File: config.mk
export PLATFORM = sky130hd
export DESIGN_NAME = data_move_instruction_exec
export DESIGN_NICKNAME = d
export VERILOG_FILES = /design/src/move_exec_pkg.sv /design/src/data_move_instruction_exec.sv
export VERILOG_INCLUDE_DIRS = /design/src /design/src/src
export SDC_FILE = /design/constraint.sdc
export NUM_CORES = 1
export LEC_CHECK = 0
export BUFFER_PORTS_ARGS = -buffer_cell sky130_fd_sc_hd__buf_2
export CAP_MARGIN = 15
export CORE_ASPECT_RATIO = 1.75
export CORE_MARGIN = 1
export CORE_UTILIZATION = 30
export DETAILED_ROUTE_END_ITERATION = 12
export PLACE_DENSITY = 0.64
export REMOVE_ABC_BUFFERS = 1
export SYNTH_ARGS = -nofsm -noshare
export SYNTH_HDL_FRONTEND = slang
export SYNTH_SLANG_ARGS = --single-unit
File: constraint.sdc
create_clock -name pclk -period 3.5 [get_ports pclk]
set_clock_uncertainty 0.2 [all_clocks]
set_input_delay 0.875 -clock pclk [delete_from_list [all_inputs] [get_ports pclk]]
set_output_delay 0.875 -clock pclk [all_outputs]
set_load 0.03 [all_outputs]
File: src/move_exec_cfg.svh
/*
 * constants for the data-move execute block: opcodes, address map, phases, apb map.
 * assumes a 12-bit data space and a 4-phase instruction cycle on pclk.
 */
`ifndef MOVE_EXEC_CFG_SVH
`define MOVE_EXEC_CFG_SVH

// opcodes
`define OPC_MOVE 6'h14
`define OPC_COPY_SRC 4'hC
`define OPC_COPY_DST 4'hF
`define OPC_BANK 8'h01

// data space
`define ACCESS_SPLIT 8'h80
`define ACCESS_HI 4'hF
`define INDEX_LIMIT 8'h5F
`define W_ADDR 12'hF00
`define W_RST 8'h00
`define BANK_RST 8'h00
`define NIBBLE_ZERO 4'h0

// instruction bits
`define BIT_DEST 9
`define BIT_BANK 8

// phases of one instruction cycle
`define PH_Q1 2'h0
`define PH_Q2 2'h1
`define PH_Q3 2'h2
`define PH_Q4 2'h3

// apb map
`define REG_CTRL 12'h000
`define REG_STATE 12'h004
`define CTRL_EXT 0
`define ST_W_LSB 0
`define ST_BANK_LSB 8
`define ST_Z 12
`define ST_N 13
`define ST_BUSY 14

`endif

File: src/move_exec_pkg.sv
/*
 * types of the data-move execute block.
 * assumes nothing beyond a systemverilog tool.
 */
package move_exec_pkg;
	typedef enum logic [1:0] {st_run, st_copy_dst, st_copy_skip} seq_state_type;
endpackage : move_exec_pkg

File: src/data_move_instruction_exec.sv
/*
 * decode and execute of the register move, memory-to-memory copy and bank load.
 * assumes program words come from same-clock fetch logic, and that the data memory
 * returns mem_rdata in the pclk cycle after mem_rd. one instruction cycle = 4 pclk.
 */
`include "move_exec_cfg.svh"

module data_move_instruction_exec (
	// apb
	input wire logic pclk,
	input wire logic presetn,
	input wire logic psel,
	input wire logic penable,
	input wire logic pwrite,
	input wire logic [11:0] paddr,
	input wire logic [31:0] pwdata,
	output logic [31:0] prdata,
	output logic pready,
	output logic pslverr,
	// program words
	input wire logic [15:0] instr_word,
	input wire logic instr_valid,
	input wire logic skip_next,
	output logic instr_take,
	// indexed mode base
	input wire logic [11:0] index_base,
	// data memory
	output logic [11:0] mem_addr,
	output logic mem_rd,
	output logic mem_wr,
	output logic [7:0] mem_wdata,
	input wire logic [7:0] mem_rdata,
	// core state
	output logic [7:0] wreg,
	output logic [7:0] bank_select_register,
	output logic flag_n,
	output logic flag_z
);

	////////////////////////////////////////////////////////////////////////////////
	// effective address of a register move
	function automatic logic [11:0] eff_addr(input logic [7:0] f, input logic a, input logic ext,
		input logic [7:0] bank, input logic [11:0] base);
		logic [11:0] r;
		r = {bank[3:0], f};
		if (!a) begin
			if (ext && f <= `INDEX_LIMIT) begin
				r = base + {`NIBBLE_ZERO, f};
			end else if (f < `ACCESS_SPLIT) begin
				r = {`NIBBLE_ZERO, f};
			end else begin
				r = {`ACCESS_HI, f};
			end
		end
		return r;
	endfunction : eff_addr

	////////////////////////////////////////////////////////////////////////////////
	// apb slave
	logic ext_r, ext_nxt;
	logic [31:0] prdata_r, prdata_nxt;
	logic pready_r, pready_nxt;
	logic pslverr_r, pslverr_nxt;

	logic [1:0] ph_r, ph_nxt;
	logic [15:0] ir_r, ir_nxt;
	logic ir_vld_r, ir_vld_nxt;
	logic ir_skip_r, ir_skip_nxt;
	move_exec_pkg::seq_state_type seq_r, seq_nxt;
	logic [7:0] data_r, data_nxt;
	logic [7:0] w_r, w_nxt;
	logic [7:0] bank_r, bank_nxt;
	logic n_r, n_nxt;
	logic z_r, z_nxt;
	logic take_r, take_nxt;
	logic [11:0] addr_r, addr_nxt;
	logic rd_r, rd_nxt;
	logic wr_r, wr_nxt;
	logic [7:0] wdata_r, wdata_nxt;

	always_comb begin
		ext_nxt = ext_r;
		pready_nxt = psel && !penable;
		prdata_nxt = 32'h0000_0000;
		pslverr_nxt = 1'b0;
		if (psel && !penable) begin
			if (paddr == `REG_CTRL) begin
				prdata_nxt[`CTRL_EXT] = ext_r;
			end else if (paddr == `REG_STATE && !pwrite) begin
				prdata_nxt[`ST_W_LSB +: 8] = w_r;
				prdata_nxt[`ST_BANK_LSB +: 4] = bank_r[3:0];
				prdata_nxt[`ST_Z] = z_r;
				prdata_nxt[`ST_N] = n_r;
				prdata_nxt[`ST_BUSY] = seq_r != move_exec_pkg::st_run;
			end else begin
				pslverr_nxt = 1'b1;
			end
		end
		if (psel && penable && pready_r && pwrite && paddr == `REG_CTRL) begin
			ext_nxt = pwdata[`CTRL_EXT];
		end
	end

	always_ff @(posedge pclk or negedge presetn) begin
		if (!presetn) begin
			ext_r <= 1'b0;
			prdata_r <= 32'h0000_0000;
			pready_r <= 1'b0;
			pslverr_r <= 1'b0;
		end else begin
			ext_r <= ext_nxt;
			prdata_r <= prdata_nxt;
			pready_r <= pready_nxt;
			pslverr_r <= pslverr_nxt;
		end
	end

	////////////////////////////////////////////////////////////////////////////////
	// decode
	logic is_move, is_src, is_dst, is_bank, dst_word;
	logic [7:0] src_val;

	assign is_move = ir_r[15:10] == `OPC_MOVE;
	assign is_src = ir_r[15:12] == `OPC_COPY_SRC;
	assign is_dst = ir_r[15:12] == `OPC_COPY_DST;
	assign is_bank = ir_r[15:8] == `OPC_BANK;
	assign dst_word = is_dst && seq_r != move_exec_pkg::st_run;
	// W read in place of memory
	assign src_val = (addr_r == `W_ADDR) ? w_r : mem_rdata;

	////////////////////////////////////////////////////////////////////////////////
	// execute
	always_comb begin
		ph_nxt = ph_r + 2'h1;
		ir_nxt = ir_r;
		ir_vld_nxt = ir_vld_r;
		ir_skip_nxt = ir_skip_r;
		seq_nxt = seq_r;
		data_nxt = data_r;
		w_nxt = w_r;
		bank_nxt = bank_r;
		n_nxt = n_r;
		z_nxt = z_r;
		take_nxt = 1'b0;
		addr_nxt = addr_r;
		rd_nxt = 1'b0;
		wr_nxt = 1'b0;
		wdata_nxt = wdata_r;
		unique case (ph_r)
			`PH_Q1: begin
				ir_vld_nxt = instr_valid;
				if (instr_valid) begin
					ir_nxt = instr_word;
					ir_skip_nxt = skip_next;
					take_nxt = 1'b1;
				end
			end
			`PH_Q2: begin
				if (ir_vld_r && !ir_skip_r && !dst_word) begin
					if (is_move) begin
						addr_nxt = eff_addr(ir_r[7:0], ir_r[`BIT_BANK], ext_r, bank_r, index_base);
						rd_nxt = eff_addr(ir_r[7:0], ir_r[`BIT_BANK], ext_r, bank_r, index_base) != `W_ADDR;
					end else if (is_src) begin
						addr_nxt = ir_r[11:0];
						rd_nxt = ir_r[11:0] != `W_ADDR;
					end else if (is_bank) begin
						bank_nxt = {`NIBBLE_ZERO, ir_r[3:0]};
					end
				end
			end
			`PH_Q3: begin
				rd_nxt = 1'b0;
			end
			`PH_Q4: begin
				if (ir_vld_r) begin
					seq_nxt = move_exec_pkg::st_run;
					if (dst_word) begin
						if (seq_r == move_exec_pkg::st_copy_dst) begin
							addr_nxt = ir_r[11:0];
							if (ir_r[11:0] == `W_ADDR) begin
								w_nxt = data_r;
							end else begin
								wdata_nxt = data_r;
								wr_nxt = 1'b1;
							end
						end
					end else if (is_src) begin
						seq_nxt = ir_skip_r ? move_exec_pkg::st_copy_skip : move_exec_pkg::st_copy_dst;
						data_nxt = src_val;
					end else if (is_move && !ir_skip_r) begin
						n_nxt = src_val[7];
						z_nxt = src_val == 8'h00;
						if (!ir_r[`BIT_DEST] || addr_r == `W_ADDR) begin
							w_nxt = src_val;
						end else begin
							wdata_nxt = src_val;
							wr_nxt = 1'b1;
						end
					end
				end
			end
		endcase
	end

	always_ff @(posedge pclk or negedge presetn) begin
		if (!presetn) begin
			ph_r <= `PH_Q1;
			ir_r <= 16'h0000;
			ir_vld_r <= 1'b0;
			ir_skip_r <= 1'b0;
			seq_r <= move_exec_pkg::st_run;
			data_r <= 8'h00;
			w_r <= `W_RST;
			bank_r <= `BANK_RST;
			n_r <= 1'b0;
			z_r <= 1'b0;
			take_r <= 1'b0;
			addr_r <= 12'h000;
			rd_r <= 1'b0;
			wr_r <= 1'b0;
			wdata_r <= 8'h00;
		end else begin
			ph_r <= ph_nxt;
			ir_r <= ir_nxt;
			ir_vld_r <= ir_vld_nxt;
			ir_skip_r <= ir_skip_nxt;
			seq_r <= seq_nxt;
			data_r <= data_nxt;
			w_r <= w_nxt;
			bank_r <= bank_nxt;
			n_r <= n_nxt;
			z_r <= z_nxt;
			take_r <= take_nxt;
			addr_r <= addr_nxt;
			rd_r <= rd_nxt;
			wr_r <= wr_nxt;
			wdata_r <= wdata_nxt;
		end
	end

	assign prdata = prdata_r;
	assign pready = pready_r;
	assign pslverr = pslverr_r;
	assign instr_take = take_r;
	assign mem_addr = addr_r;
	assign mem_rd = rd_r;
	assign mem_wr = wr_r;
	assign mem_wdata = wdata_r;
	assign wreg = w_r;
	assign bank_select_register = bank_r;
	assign flag_n = n_r;
	assign flag_z = z_r;
endmodule : data_move_instruction_exec

Word level (Yosys, flattened, before mapping)
Index checks and enable logic that the tools add are counted.

word-level totals
  register bits = 85
  input port bits = 87
  logic and storage cells = 130
  output and inout bits = 75

cells by class
  order comparisons = 2
  reduce and logical (&&, ||, !) cells = 32
  equal/unequal tests = 22
  add/subtract/negate cells = 2
  multiplexer cells = 50
  bitwise operators = 3

operator list
  kind                                                                     number
  12-bit 2-to-1 mux                                                        12
  8-bit 2-to-1 mux                                                         13
  15-bit 2-to-1 mux                                                        2
  12-bit equality test, second input constant                              2
  12-bit inequality test, second input constant                            2
  12-bit case mux with 2 select lines                                      1
  1-bit 2-to-1 mux                                                         18
  14-bit 2-to-1 mux                                                        1
  7-bit AND reduction                                                      2
  12-bit by 8-bit adder with 12-bit output                                 1
  12-bit by 3-bit equality test with 1-bit output, second input constant   1
  12-bit zero test                                                         1
  2-bit inequality test, second input constant                             6
  1-bit logical AND                                                        11
  5-bit AND reduction                                                      2
  4-bit equality test, second input constant                               2
  8-bit by 1-bit equality test with 1-bit output, second input constant    1
  8-bit by 7-bit <= comparator with 1-bit output, second input constant    1
  8-bit zero test                                                          1
  8-bit less-than comparator, second input constant                        1
  2-bit nonzero test                                                       4
  6-bit by 5-bit equality test with 1-bit output, second input constant    1
  2-bit 2-to-1 mux                                                         3
  2-bit by 1-bit inequality test with 1-bit output, second input constant  3
  other kinds (11)                                                         19

Depth between registers and ports, before layout
  depth after elaboration = 11
  depth in mapped cells = 8

Worst setup path before layout
Ideal clock, no wire load.

  path kind = in2reg
  from = in index_base[0]
  to = reg rd_r, in the netlist mem_rd
  cell stages on the path = 8
  arrival = 2.485 ns
  path buffers = 0
  setup time = 0.134 ns
  path slack = 0.681 ns
  data required time = 3.166 ns
  cell sequence = ha_1 fa_1 xnor2_1 nand4_1 a211oi_1 o2111ai_1 nor4_1 a31oi_1

on the way
  word-level cells in the longest chain between the ends = 10

ends and longest elaborated chain
  what                                      RTL line                           source
  from (decl)                               data_move_instruction_exec.sv:26   input wire logic [11:0] index_base,
  12-bit by 8-bit adder with 12-bit output  data_move_instruction_exec.sv:48   r = base + {`NIBBLE_ZERO, f};
  12-bit 2-to-1 mux                         data_move_instruction_exec.sv:47   if (ext && f <= `INDEX_LIMIT) begin
  12-bit 2-to-1 mux                         data_move_instruction_exec.sv:46   if (!a) begin
  12-bit 2-to-1 mux                         data_move_instruction_exec.sv:160  if (is_move) begin
  12-bit 2-to-1 mux                         data_move_instruction_exec.sv:159  if (ir_vld_r && !ir_skip_r && !dst_word) begin
  12-bit 2-to-1 mux                         data_move_instruction_exec.sv:149  unique case (ph_r)
  12-bit inequality test (no line)          -
  1-bit 2-to-1 mux                          data_move_instruction_exec.sv:160
  1-bit 2-to-1 mux                          data_move_instruction_exec.sv:159
  1-bit 2-to-1 mux                          data_move_instruction_exec.sv:149
  named net rd_nxt                          data_move_instruction_exec.sv:77   logic rd_r, rd_nxt;
  to (signal assigned)                      data_move_instruction_exec.sv:235  rd_r <= rd_nxt;
  to (decl)                                 data_move_instruction_exec.sv:77

The timed path passes the listed nets, and every way through them passes these cells. The select of a mux whose other input is x is not followed.
A chain may end at the register's enable or synchronous reset.

Worst setup path after layout
Ends and elaborated chain as after synthesis.

==> flow_metrics.tcl <==
set metrics [dict create \
    status "finished, final reports clean" \
    p_leak_nw 2.703 \
    ys_warn_count 0 \
    synth.top_cells.by_area "dfrtp_1 48%, mux2_2 8.6%, buf_4 3.9%, mux2i_1 3.4%, ha_1 3.1%" \
    wl_per_cell_um 15.75 \
    ant_nets 0 \
    finalMaxSlewViolations 0 \
    holdBufCountCts 0 \
    intPower_mw 1.718 \
    cts.htree.levels 3 \
    numCtsBuffers 9 \
    yosys-top-cells-count "85 x dfrtp_1, 34 x mux2_2, 30 x nand2_1, 30 x nor2_1, 27 x a21oi_1" \
    ys_ff_latch 85 \
    fin_ws_ns 0.5652 \
    final_layout_size_suffix_gt1_share_pct 31.93 \
    finalCritPeriodShare_pct 83.85 \
    nets 639 \
    worstPathArrival_ns 2.94 \
    drc 0 \
    root_buffer "clkbuf_16" \
    io_buffers 109 \
    final_cells 725 \
    fillers 1485 \
    via_per_inst 4.975 \
    ys.flop_type "dfrtp_1" \
    clock-sinks 85 \
    placed_area_mm2 0.005134 \
    grt_pass1_wl_mm 18.13 \
    syn_to_final_growth_pct 22.57 \
    antenna_found_initial 0 \
    drt_iter0_drc 115 \
    path_class "primary input to flip-flop" \
    wl_mm 11.42 \
    synth_edf_count 0 \
    fin_crit_ns 2.935 \
    die_x_um 93.91 \
    synthArstFlopShare_pct 100.0 \
    setup_viol 0 \
    yosysSeqAreaShare_pct 47.97 \
    rsz0062_at_grt "no" \
    insertion_delay_ns 0.34 \
    dpl.cell_count 709 \
    pwr-share-seq_pct 44.8 \
    synth_cell_types 59 \
    synthCells 427 \
    total_power_mw 2.511 \
    final_area_mm2 0.005435 \
    dpl.hpwl_mm 8.973 \
    cts_setup_buffers 0 \
    max_freq_mhz 340.7 \
    critPathRequiredTime_ns 3.51 \
    irDropWorstVdd_v 0.0002222 \
    synthMostInstantiatedCell "dfrtp_1" \
    vias 3607 \
    hold_class "flip-flop to flip-flop" \
    cts_tree "done" \
    ios 162 \
    clkTransAtPathRegs_ns 0.08 \
    core-area_mm2 0.01437 \
    die_h_um 162.8 \
    max_slew_margin_pct 53.19 \
    yosysTopAreaCell "dfrtp_1" \
    cp_max_fo 3 \
    ctsResizeCount 0 \
    fin_util_pct 37.83 \
    grtUsageTotal_pct 15.66 \
    overflow 0 \
    yosysTopAreaCellShare_pct 47.97 \
    switching_power_mw 0.7926 \
    p_per_area_mw_per_mm2 462.0 \
    synth_area_mm2 0.004434 \
    die_area_mm2 0.01529 \
    clock_path_buffers 2 \
    start_kind "primary input" \
    place_ws_ns 0.2059 \
    grt_pass1_vias 3544 \
    rows 58 \
    maxCapViolations 0 \
    crit_path_end_kind "flip-flop" \
    gp_congestion 0.8154 \
    syn_area_per_cell_um2 10.38 \
    switching_share_pct 31.57 \
    hold_viol_final 0 \
    tightestPinTransition_ns 0.7004 \
    grt_start_max_net_pins 48 \
    firstDrtPassIters 4 \
    diodes 0 \
    pwr-share-comb_pct 17.5 \
    finalSetupTns_ns 0 \
    hold_ws_ns 0.2876 \
    power.share.clock_pct 37.8 \
    initial_utilization_pct 30.86 \
]
[worst max-delay path: stages]
cell,delay [ns]
buf_2,0.10
ha_1,0.23
fa_1,0.41
xnor2_1,0.22
nand4_1,0.12
a211oi_1,0.28
o2111ai_1,0.16
nor4_1,0.39
a31oi_1,0.15
[worst paths after layout]
check | from | end | slack, ns | cells past startpoint
worst max-delay path | index_base[0] | mem_rd | 0.57 | 9
worst min-delay path | data_r[3] | data_r[3] | 0.29 | 2
worst max register to register | ir_r[7] | wreg[4] | 0.78 | 7
worst min register to register | data_r[3] | data_r[3] | 0.29 | 2
max in group asynchronous | presetn | wreg[7] | 2.16 | 2
min in group asynchronous | presetn | bank_select_register[1] | 0.30 | 1
[flip-flops by register name, summed over array words and instances (netlist names), 2 cells and up]
register / count
prdata: 15
ir_r: 16
data_r: 8
ph_r: 2
mem_addr: 12
seq_r: 2
wreg: 8
mem_wdata: 8
bank_select_register: 4
[kinds of logic after synthesis]
kind of cell | synth area share [%]
muxes | 12.78
adders and majority gates | 3.555
DFF | 47.97
buffers and inverters | 6.405
and+or+nand+nor | 15.24
other | 0.08457
xor gates and xnor gates | 0.5927
AOI/OAI and AO/OA | 13.37
[final cells by class]
class / count / area [µm²] / share of cell area [%]
sequential: 85 / 2127 / 39.13
multi-input combinational: 312 / 2105 / 38.72
timing repair buffer: 117 / 620.6 / 11.42
clock buffer: 9 / 225.2 / 4.144
tap: 180 / 225.2 / 4.144
clock inverter: 7 / 76.32 / 1.404
inverter: 15 / 56.30 / 1.036
[layout by cell type (no fill, tap or decap), types with 5 or more instances in the layout]
cell and count:
a21oi_1 27, a31oi_1 7, and2_1 14, buf_2 108, buf_4 8, clkbuf_16 9, conb_1 21, dfrtp_1 85
ha_1 11, inv_1 15, mux2_2 34, mux2i_1 15, nand2_1 30, nand3_1 8, nor2_1 30, nor2b_1 5
nor3_1 8, nor4_1 6, o211ai_1 7, o21ai_0 20, or3_1 5
[power by group through the flow]
stage          Combinational (mW)  Clock (mW)  Sequential (mW)
2_1_floorplan               0.235           0             1.18
3_3_place_gp                0.431           0             1.14
3_5_place_dp                0.440           0             1.14
4_1_cts                     0.443       0.978             1.12
5_1_grt                     0.487        1.02             1.13
6_report                    0.439       0.948             1.12
[metal layers]
layer	GRT usage, %	wire, µm
met1	17.67	4427
met5	0	0
met3	2.054	348
met2	28.10	6290
met4	8.182	354
(Power assumes the default switching activity.)
